===== config.mk =====
export PLATFORM = sky130hd
export DESIGN_NAME = pio_port
export DESIGN_NICKNAME = d
export VERILOG_FILES = /design/src/hw/pio_pkg.sv /design/src/hw/pio_port.sv /design/src/hw/line_sync.sv /design/src/hw/hs_pulse.sv
export SDC_FILE = /design/constraint.sdc
export NUM_CORES = 1
export LEC_CHECK = 0
export BUFFER_PORTS_ARGS = -buffer_cell sky130_fd_sc_hd__buf_2
export CAP_MARGIN = 20
export CORE_AREA = 4 4 149 151
export DETAILED_ROUTE_END_ITERATION = 8
export DIE_AREA = 0 0 153 155
export MAX_ROUTING_LAYER = met4
export PLACE_DENSITY = 0.75
export SYNTH_ARGS = -nofsm -noshare
export SYNTH_HDL_FRONTEND = slang
export SYNTH_SLANG_ARGS = --single-unit

===== constraint.sdc =====
create_clock -name ref_clk -period 2.2 [get_ports ref_clk]
set_clock_uncertainty 0.2 [all_clocks]
set_input_delay 0.22 -clock ref_clk [delete_from_list [all_inputs] [get_ports ref_clk]]
set_output_delay 0.22 -clock ref_clk [all_outputs]
set_load 0.01 [all_outputs]

===== src/hw/pio_pkg.sv =====
// Shared constants for the parallel word input/output port.
package pio_pkg;
	localparam int DATA_W = 16;
	localparam int ADDR_W = 5;
	// Byte offsets of the registers.
	localparam logic [4:0] OFF_STATUS = 5'h00;
	localparam logic [4:0] OFF_INPUT = 5'h02;
	localparam logic [4:0] OFF_OUTPUT = 5'h04;
	localparam logic [4:0] OFF_MODE = 5'h06;
	localparam logic [4:0] OFF_IEN = 5'h08;
	localparam logic [4:0] OFF_IPEND = 5'h0A;
	localparam logic [4:0] OFF_EDGE = 5'h0C;
	localparam logic [4:0] OFF_CTRL = 5'h0E;
	localparam logic [4:0] OFF_VEC = 5'h10;
	localparam logic [4:0] OFF_OUT_HI = 5'h12;
	localparam logic [4:0] OFF_OUT_LO = 5'h14;
	localparam logic [4:0] OFF_CONN = 5'h16;
	// Status register fields.
	localparam int ST_IN_REQ = 15;
	localparam int ST_IN_IE = 14;
	localparam int ST_OUT_DONE = 7;
	localparam int ST_OUT_IE = 6;
	// Control register fields.
	localparam int CT_LOOP = 0;
	localparam int CT_POL_ACC = 1;
	localparam int CT_POL_HI = 2;
	localparam int CT_POL_LO = 3;
	// Edge selection codes for lines 15..12, two bits per line.
	localparam logic [1:0] EDGE_FALL = 2'h0;
	localparam logic [1:0] EDGE_RISE = 2'h1;
	localparam logic [1:0] EDGE_ANY = 2'h2;
	localparam int EDGE_LINES = 4;
	localparam int EDGE_BASE = 12;
	// Values after reset.
	localparam logic [15:0] MODE_RST = 16'h0000;
	localparam logic [15:0] IEN_RST = 16'h0000;
	localparam logic [7:0] EDGE_RST = 8'h00;
	localparam logic [3:0] CTRL_RST = 4'h0;
	localparam logic [5:0] VEC_RST = 6'h18;
	localparam logic [15:0] CONN_RST = 16'hFFFF;
	localparam int VEC_SEL_BIT = 2;
	// Handshake pulse width.
	localparam int CLK_MHZ = 50;
	localparam int PULSE_NS = 1000;
	localparam int PULSE_CYC = (PULSE_NS * CLK_MHZ + 999) / 1000;
endpackage


===== src/hw/pio_port.sv =====
// Sixteen-bit parallel input/output port with latched inputs and handshakes.
//
// How it works
// - With loopback on, the output word reads back from the input register unchanged on connected lines; unconnected lines read zero.
// - Input lines marked unconnected are clamped so they read as zero.
// - Latched bits set on a falling edge and hold until software clears them.
// - Direct bits read the present synchronised line level.
// - Per-bit interrupt enables; latched pending bits show which lines interrupted.
// - Lines 15 to 12 can set on either edge and interrupt.
// - All direct, top four enabled, any change interrupts, is a valid setup.
// - Each output byte can be loaded alone with its own ready pulse.
// - Output lines and handshakes match the input side of a twin port.
// - Accepted, high ready and low ready are one microsecond pulses, polarity selectable.
// - Status at offset 0, input at 2, output at 4.
// - Input and output vectors differ only in vector bit 2.
// - Lines 15 to 12 select falling, rising or either edge; falling by default.
//
// The address map and strobed register access were chosen for this implementation.
`timescale 1ns/1ps
module pio_port
	import pio_pkg::*;
#(
	parameter int PULSE_W = PULSE_CYC
) (
	input wire logic ref_clk, // System clock, 50 MHz.
	input wire logic resetn, // Asynchronous reset, active low.
	input wire logic [ADDR_W-1:0] addr, // Register byte offset.
	input wire logic [DATA_W-1:0] wdata, // Write data.
	input wire logic wr, // Write strobe.
	input wire logic rd, // Read strobe.
	output logic [DATA_W-1:0] rdata, // Read data, valid the cycle after rd.
	input wire logic [DATA_W-1:0] din, // External input lines.
	output logic [DATA_W-1:0] dout, // External output lines.
	output logic data_accepted, // Accept pulse to the source.
	output logic hi_ready, // Upper byte ready pulse.
	output logic lo_ready, // Lower byte ready pulse.
	output logic irq, // Level interrupt request.
	output logic [8:0] irq_vector // Vector of the pending request.
);
	// Offsets 0, 2 and 4 hold status, input and output; the rest keep per-line
	// mode, enables, edge choice, polarity, vector base and the connected-line mask,
	// so software sets up what a board would otherwise fix by hand.
	logic [15:0] mode_r;
	logic [15:0] ien_r;
	logic [15:0] ipend_r;
	logic [15:0] latch_r;
	logic [7:0] edge_r;
	logic [3:0] ctrl_r;
	logic [5:0] vec_r;
	logic [15:0] conn_r;
	logic in_ie_r;
	logic out_ie_r;
	logic out_done_r;
	logic [15:0] raw;
	logic [15:0] cur;
	logic [15:0] prev_r;
	logic [15:0] hit;
	logic [15:0] in_val;
	logic acc_fire;
	logic hi_fire;
	logic lo_fire;
	logic acc_line;
	logic hi_line;
	logic lo_line;
	logic hi_busy;
	logic lo_busy;
	logic busy_prev_r;
	logic in_req;
	logic out_req;
	logic [15:0] in_clr;
	logic [15:0] pend_clr;
	logic [15:0] status_val;
	logic word_wr;
	logic ready_busy;
	logic in_any;
	logic out_sel;

	// Edge test for one line under a selection code.
	function automatic logic edge_hit(input logic p, input logic c, input logic [1:0] sel);
		logic r;
		r = 1'b0;
		case (sel)
			EDGE_FALL: r = p & ~c;
			EDGE_RISE: r = ~p & c;
			default: r = p ^ c;
		endcase
		return r;
	endfunction

	// Write strobe aimed at one offset.
	function automatic logic wr_at(input logic [4:0] a, input logic w, input logic [4:0] off);
		return w && a == off;
	endfunction

	// Loopback takes the output word in place of the pins; open lines are clamped low.
	assign raw = (ctrl_r[CT_LOOP] ? dout : din) & conn_r;

	line_sync #(.W(DATA_W)) u_sync (
		.ref_clk(ref_clk),
		.resetn(resetn),
		.d(raw),
		.q(cur)
	);

	// Keep the previous synchronised level for edge detection.
	always_ff @(posedge ref_clk or negedge resetn) begin
		if (!resetn) begin
			prev_r <= '0;
		end else begin
			prev_r <= cur;
		end
	end

	// Lines 11..0 set on falling edges; lines 15..12 on their chosen edge.
	always_comb begin
		hit = prev_r & ~cur;
		for (int i = 0; i < EDGE_LINES; i++) begin
			hit[EDGE_BASE + i] = edge_hit(prev_r[EDGE_BASE + i], cur[EDGE_BASE + i],
				edge_r[2*i +: 2]);
		end
	end

	// Ones written to the input register clear latch and pending bits alike; the
	// pending register can also be cleared alone without touching the latches.
	assign in_clr = wr_at(addr, wr, OFF_INPUT) ? wdata : 16'h0000;
	assign pend_clr = in_clr | (wr_at(addr, wr, OFF_IPEND) ? wdata : 16'h0000);

	// Latched bits hold until cleared; a new edge wins over a clear in the same cycle.
	always_ff @(posedge ref_clk or negedge resetn) begin
		if (!resetn) begin
			latch_r <= '0;
		end else begin
			latch_r <= (latch_r & ~in_clr)
				| (hit & mode_r);
		end
	end

	// Pending interrupt bits catch every edge that hit detects, in direct mode too, so that
	// a direct line can still interrupt on change.
	always_ff @(posedge ref_clk or negedge resetn) begin
		if (!resetn) begin
			ipend_r <= '0;
		end else begin
			ipend_r <= (ipend_r & ~pend_clr)
				| hit;
		end
	end

	// Direct bits show the line, latched bits the latch; loopback always reads direct
	// so the written word comes back unchanged on connected lines.
	assign in_val = ctrl_r[CT_LOOP] ? cur : ((mode_r & latch_r) | (~mode_r & cur));

	// Configuration registers written by software.
	always_ff @(posedge ref_clk or negedge resetn) begin
		if (!resetn) begin
			mode_r <= MODE_RST;
			ien_r <= IEN_RST;
			edge_r <= EDGE_RST;
			ctrl_r <= CTRL_RST;
			vec_r <= VEC_RST;
			conn_r <= CONN_RST;
		end else if (wr) begin
			case (addr)
				OFF_MODE: mode_r <= wdata;
				OFF_IEN: ien_r <= wdata;
				OFF_EDGE: edge_r <= wdata[7:0];
				OFF_CTRL: ctrl_r <= wdata[3:0];
				OFF_VEC: vec_r <= wdata[8:3];
				OFF_CONN: conn_r <= wdata;
				default: ;
			endcase
		end
	end

	// Interrupt enables of the status register.
	always_ff @(posedge ref_clk or negedge resetn) begin
		if (!resetn) begin
			in_ie_r <= 1'b0;
			out_ie_r <= 1'b0;
		end else if (wr_at(addr, wr, OFF_STATUS)) begin
			in_ie_r <= wdata[ST_IN_IE];
			out_ie_r <= wdata[ST_OUT_IE];
		end
	end

	// Output word, whole or one byte at a time.
	always_ff @(posedge ref_clk or negedge resetn) begin
		if (!resetn) begin
			dout <= '0;
		end else if (wr) begin
			case (addr)
				OFF_OUTPUT: dout <= wdata;
				OFF_OUT_HI: dout[15:8] <= wdata[15:8];
				OFF_OUT_LO: dout[7:0] <= wdata[7:0];
				default: ;
			endcase
		end
	end

	// Ready pulses start with the write, so the byte reaches the lines
	// on the same clock edge that starts the pulse.
	assign word_wr = wr_at(addr, wr, OFF_OUTPUT);
	assign hi_fire = word_wr | wr_at(addr, wr, OFF_OUT_HI);
	assign lo_fire = word_wr | wr_at(addr, wr, OFF_OUT_LO);
	// A read of the input register acknowledges the source.
	assign acc_fire = rd && addr == OFF_INPUT;

	// Each handshake line has its own generator, so one pulse never cuts another short.
	hs_pulse #(.WIDTH(PULSE_W)) u_acc (
		.ref_clk(ref_clk),
		.resetn(resetn),
		.fire(acc_fire),
		.pol_pos(ctrl_r[CT_POL_ACC]),
		.line(acc_line),
		.busy()
	);

	hs_pulse #(.WIDTH(PULSE_W)) u_hi (
		.ref_clk(ref_clk),
		.resetn(resetn),
		.fire(hi_fire),
		.pol_pos(ctrl_r[CT_POL_HI]),
		.line(hi_line),
		.busy(hi_busy)
	);

	hs_pulse #(.WIDTH(PULSE_W)) u_lo (
		.ref_clk(ref_clk),
		.resetn(resetn),
		.fire(lo_fire),
		.pol_pos(ctrl_r[CT_POL_LO]),
		.line(lo_line),
		.busy(lo_busy)
	);

	// Handshake lines come straight from the output flops of the pulse generators.
	assign data_accepted = acc_line;
	assign hi_ready = hi_line;
	assign lo_ready = lo_line;

	// Either ready pulse still running holds off output done, so a byte pulse
	// that outlasts the other does not report completion early.
	assign ready_busy = hi_busy | lo_busy;

	// Output done is set when the last ready pulse ends; the set wins over a clear.
	always_ff @(posedge ref_clk or negedge resetn) begin
		if (!resetn) begin
			busy_prev_r <= 1'b0;
			out_done_r <= 1'b0;
		end else begin
			busy_prev_r <= ready_busy;
			out_done_r <= (out_done_r
				& ~(wr_at(addr, wr, OFF_STATUS) & wdata[ST_OUT_DONE]))
				| (busy_prev_r & ~ready_busy);
		end
	end

	// An input request needs the status enable and at least one enabled pending line.
	assign in_any = |(ipend_r & ien_r);
	assign in_req = in_ie_r & in_any;
	assign out_req = out_ie_r & out_done_r;
	// The output vector is chosen only when no input request is waiting.
	assign out_sel = ~in_req & out_req;

	// Input takes priority; the two vectors differ only in bit 2.
	always_ff @(posedge ref_clk or negedge resetn) begin
		if (!resetn) begin
			irq <= 1'b0;
			irq_vector <= {VEC_RST, 3'h0};
		end else begin
			irq <= in_req | out_req;
			irq_vector <= {vec_r, out_sel, 2'h0};
		end
	end

	// Status word as software sees it; bits without a meaning read as zero.
	always_comb begin
		status_val = 16'h0000;
		status_val[ST_IN_REQ] = in_any;
		status_val[ST_IN_IE] = in_ie_r;
		status_val[ST_OUT_DONE] = out_done_r;
		status_val[ST_OUT_IE] = out_ie_r;
	end

	// Read data stand in the cycle after the strobe; unmapped offsets read zero.
	always_ff @(posedge ref_clk or negedge resetn) begin
		if (!resetn) begin
			rdata <= '0;
		end else if (rd) begin
			case (addr)
				OFF_STATUS: rdata <= status_val;
				OFF_INPUT: rdata <= in_val;
				OFF_OUTPUT: rdata <= dout;
				OFF_MODE: rdata <= mode_r;
				OFF_IEN: rdata <= ien_r;
				OFF_IPEND: rdata <= ipend_r;
				OFF_EDGE: rdata <= {8'h00, edge_r};
				OFF_CTRL: rdata <= {12'h000, ctrl_r};
				OFF_VEC: rdata <= {7'h00, vec_r, 3'h0};
				OFF_OUT_HI: rdata <= {dout[15:8], 8'h00};
				OFF_OUT_LO: rdata <= {8'h00, dout[7:0]};
				OFF_CONN: rdata <= conn_r;
				default: rdata <= '0;
			endcase
		end
	end
endmodule // pio_port


===== src/hw/line_sync.sv =====
// Two-stage synchroniser for a group of input lines.
`timescale 1ns/1ps
module line_sync #(
	parameter int W = 16
) (
	input wire logic ref_clk, // System clock.
	input wire logic resetn, // Asynchronous reset, active low.
	input wire logic [W-1:0] d, // Raw lines.
	output logic [W-1:0] q // Synchronised lines.
);
	logic [W-1:0] meta_r;

	// The first stage feeds only the second stage.
	always_ff @(posedge ref_clk or negedge resetn) begin
		if (!resetn) begin
			meta_r <= '0;
			q <= '0;
		end else begin
			meta_r <= d;
			q <= meta_r;
		end
	end
endmodule // line_sync


===== src/hw/hs_pulse.sv =====
// Fixed-width handshake pulse generator with selectable polarity.
`timescale 1ns/1ps
module hs_pulse
	import pio_pkg::*;
#(
	parameter int WIDTH = PULSE_CYC
) (
	input wire logic ref_clk, // System clock.
	input wire logic resetn, // Asynchronous reset, active low.
	input wire logic fire, // Start a pulse.
	input wire logic pol_pos, // One for a high-going pulse.
	output logic line, // Handshake line.
	output logic busy // High while the pulse runs.
);
	logic [15:0] cnt_r;

	// A retrigger while busy restarts the full width so no pulse is cut short.
	always_ff @(posedge ref_clk or negedge resetn) begin
		if (!resetn) begin
			cnt_r <= '0;
			busy <= 1'b0;
		end else if (fire) begin
			cnt_r <= 16'(WIDTH - 1);
			busy <= 1'b1;
		end else if (cnt_r != 16'h0000) begin
			cnt_r <= cnt_r - 16'h0001;
		end else begin
			busy <= 1'b0;
		end
	end

	// The line idles at the inactive level of the chosen polarity.
	always_ff @(posedge ref_clk or negedge resetn) begin
		if (!resetn) begin
			line <= 1'b1;
		end else begin
			line <= (fire | (busy & cnt_r != 16'h0000)) ? pol_pos : ~pol_pos;
		end
	end
endmodule // hs_pulse


==> results.sh <==
export IMPL_status="complete, but fails checks"
export IMPL_violations="setup timing"
export IMPL_port_buffers=83
export IMPL_synth_top_area_share_pct=49.6
export IMPL_ys_warn_count=0
export IMPL_via_per_inst=5.78
export IMPL_seqCellArea_um2=6140
export IMPL_firstDrtPassIters=5
export IMPL_total_power_mw=14.9
export IMPL_period_share_pct=101
export IMPL_htreeDepth=1
export IMPL_area_delta_synth_final_pct=25.2
export IMPL_grt_antenna_before_repair=1
export IMPL_r2r_cells=5
export IMPL_cts_tree="built"
export IMPL_grt_use_total_pct=26.1
export IMPL_drt_iter0_markers=649
export IMPL_synth_seq_cells=244
export IMPL_ys_seq_area_share_pct=55.1
export IMPL_finalWorstPathRequiredPeriod_ns=2.23
export IMPL_cp_required_ns=2.39
export IMPL_hpwlAfterDp_um=19900
export IMPL_ys_types=72
export IMPL_setup_slack_ns=-0.0271
export IMPL_synth_area_top_cells="dfrtp_1 50%, mux2_2 7.0%, dfstp_2 5.4%, nand2_1 4.1%, nor2b_1 2.6%"
export IMPL_synth_edf_count=0
export IMPL_nFillCells=1597
export IMPL_drc_errors=0
export IMPL_grt_overflow_total=0
export IMPL_nets=1231
export IMPL_cts_root_buf="clkbuf_16"
export IMPL_sequentialPowerShare_pct=45.0
export IMPL_cp_arrival_ns=2.42
export IMPL_p_comb_share_pct=23.8
export IMPL_hold_viol=0
export IMPL_multiInputGateArea_um2=4820
export IMPL_numClockSinks=244
export IMPL_finalMaxSlewViolations=0
export IMPL_die_w_um=153
export IMPL_r2r_end="u_acc.cnt_r[15]$_DFFE_PN0P_"
export IMPL_cp_max_fo=3
export IMPL_synth_mux_area_share_pct=9.44
export IMPL_peakVddDrop_v=0.000703
export IMPL_core_area_um2=20800
export IMPL_setup_viol=1
export IMPL_fin_cells=1472
export IMPL_yosys_area_share_xor_xnor_pct=2.74
export IMPL_synth_cells=982
export IMPL_relSlewSlack_pct=59.4
export IMPL_fin_area_um2=14000
export IMPL_dp_cells=1376
export IMPL_layout_drive_gt1_share_pct=30.0
export IMPL_clkPwrFrac_pct=31.2
export IMPL_async_reset_ff_share_pct=100
export IMPL_die_y_um=155
export IMPL_finalWeightedCongestion=0.900
export IMPL_dieArea_um2=23700
export IMPL_p_sw_share_pct=30.3
export IMPL_place_area_um2=12400
export IMPL_max_freq_mhz=449
export IMPL_syn_area_um2=11100
export IMPL_p_sw_mw=4.51
export IMPL_io_pins=86
export IMPL_synthFlopType="dfrtp_1"
export IMPL_powerDensity_nw_per_um2=1070
export IMPL_vias=8513
export IMPL_grt_pass1_wl_um=48300
export IMPL_insertion_delay_ns=0.54
export IMPL_worst_pin_slew_ns=0.607
export IMPL_synth_top_family_by_area="simple AND/OR/NAND/NOR gates"
export IMPL_avgSynthCellArea_um2=11.3
export IMPL_postLayoutCoreUtil_pct=67.0
export IMPL_crit_type="reg2reg"
export IMPL_power_leakage_nw=6.45
export IMPL_wl_per_cell_um=20.3
export IMPL_clockBufferDepth=3
export IMPL_synth_compound_area_share_pct=11.6
export IMPL_cp_startpoint="u_acc.cnt_r[9]$_DFFE_PN0P_"
export IMPL_cp_start_kind="register"
export IMPL_ant_nets=0
export IMPL_min_path_type="in2async"
export IMPL_drt_wl_total_um=29900
export IMPL_worstSetupEndpointType="register"
export IMPL_rsz0062_at_grt="yes"
export IMPL_grt_max_degree=61
export IMPL_p_int_mw=10.4
export IMPL_cts_clk_slew_worst_paths_ns=0.06
export IMPL_synthAdderAreaFrac_pct=1.57
export IMPL_synth_top_cell_by_area="dfrtp_1"
export IMPL_r2r_start="u_acc.cnt_r[9]$_DFFE_PN0P_"
export IMPL_initial_core_util_pct=53.5
export IMPL_rows=53
export IMPL_dp_worst_setup_slack_ns=-0.133
export IMPL_drv_cap=0
export IMPL_grt_pass1_vias=8780
export IMPL_reg2reg_slack_ns=-0.03
export IMPL_synth_simple_gate_area_share_pct=16.7
export IMPL_numCtsBuffers=26
power by group through the flow:
stage	clock, mW	combinational, mW	sequential, mW
6_report	4.66	3.55	6.71
5_1_grt	4.91	3.96	6.85
4_1_cts	4.72	3.39	6.67
3_5_place_dp	0	3.24	6.71
3_3_place_gp	0	3.13	6.67
2_1_floorplan	0	2.13	6.50
registers in the layout (all words and copies together) (netlist names), 4 cells and up:
register       flops
conn_r            16
ctrl_r             4
dout              16
edge_r             8
ien_r             16
ipend_r           16
irq_vector         7
latch_r           16
mode_r            16
prev_r            16
rdata             16
u_acc.cnt_r       16
u_hi.cnt_r        16
u_lo.cnt_r        16
u_sync.meta_r     16
u_sync.q          16
vec_r              6
cell usage after synthesis (4+ instances only):
cell type,instances
nor3b_1,8
a21oi_1,33
inv_1,31
nor2b_1,46
ha_1,14
a221o_1,4
a211oi_1,15
mux2i_1,23
nor2_1,59
clkbuf_1,20
dfrtp_1,221
nand3_1,18
a21o_1,20
and2_1,5
buf_2,15
o221ai_1,8
or3_1,5
nor3_1,10
o21ai_0,15
dfstp_2,23
mux2_2,69
nand4_1,6
and3_1,10
a222oi_1,5
or2_2,4
nand2b_1,6
nand2_1,122
nand3b_1,5
xor2_1,12
buf_1,4
buf_4,5
xnor2_1,21
a221oi_1,13
nand2_2,4
a22o_1,28
a32oi_1,5
nor4_1,6
or4_4,5
what timing repair did:
action	in CTS	in global routing
buffers inserted	2	6
gates resized for setup	10	22
endpoints found under the setup margin	14	25
gates cloned	0	1
endpoints found under the hold margin	362	0
hold buffers	38	0
pin swaps	2	13
through the flow:
step,setup TNS [ns],hold WS [ns]
5_1_grt,-0.783,0.0853
3_5_place_dp,-0.699,-0.0378
6_report,-0.0271,0.0909
3_3_place_gp,-0.184,-0.0388
4_1_cts,0,0.0684
2_1_floorplan,-0.00555,-0.276
layout by cell type, fill, tap and decap left out, types with 15 or more instances in the layout:
cell type,instances
dfstp_2,23
a22o_1,28
a21oi_1,32
dfrtp_1,220
a21o_1,20
buf_4,73
clkbuf_16,26
inv_1,29
mux2i_1,23
nand2_1,121
xnor2_1,21
dlygate4sd3_1,37
nor2b_1,46
nor2_1,59
nand3_1,17
o21ai_0,15
buf_2,82
mux2_2,69
layer usage:
metal	vias to the layer above	share of wire, %	wire length, um	track usage (%)
met2	291	49	14500	41.0
met4	0	2.5	749	8.15
met3	54	6.4	1930	4.87
li1	3885	-	-	-
met5	-	0	0	-
met1	4283	42	12700	34.9
cell type report:
cell class	instances	area share, %
multi-input cells	664	34.6
clock inverters	13	1.46
clock buffers	35	5.12
flip-flops and latches	244	44.0
diodes	1	0.0179
inverters	31	0.834
repair buffers	209	11.6
well taps	275	2.47
worst max-delay path, cell delays in order, from the launching register on:
cell	delay [ns]
dfrtp_1	0.38
or4_4	0.55
or3_4	0.36
or2_4	0.27
o311ai_4	0.23
o41ai_2	0.12
cell families (layout without fill, tap and decap cells):
logic type,after synthesis,count (layout)
simple gates,347,347
flops,244,244
compound gates,173,173
mux,94,94
buf+inv,75,288
xor+xnor,34,34
fa+ha+maj,14,14
other cells,1,3
how the worst max path moves through the flow:
stage	endpoint	cells after the start	slack, ns
floorplan	u_acc.cnt_r[15]$_DFFE_PN0P_	5	-0.006
global placement	u_acc.cnt_r[14]$_DFFE_PN0P_	7	-0.06
detailed placement	u_acc.cnt_r[12]$_DFFE_PN0P_	7	-0.13
CTS	u_hi.cnt_r[4]$_DFFE_PN0P_	7	0.002
global route	u_hi.line$_DFF_PN1_	6	-0.08
finish	u_acc.cnt_r[15]$_DFFE_PN0P_	5	-0.03
Note: power is estimated with default switching activity, not from simulation.
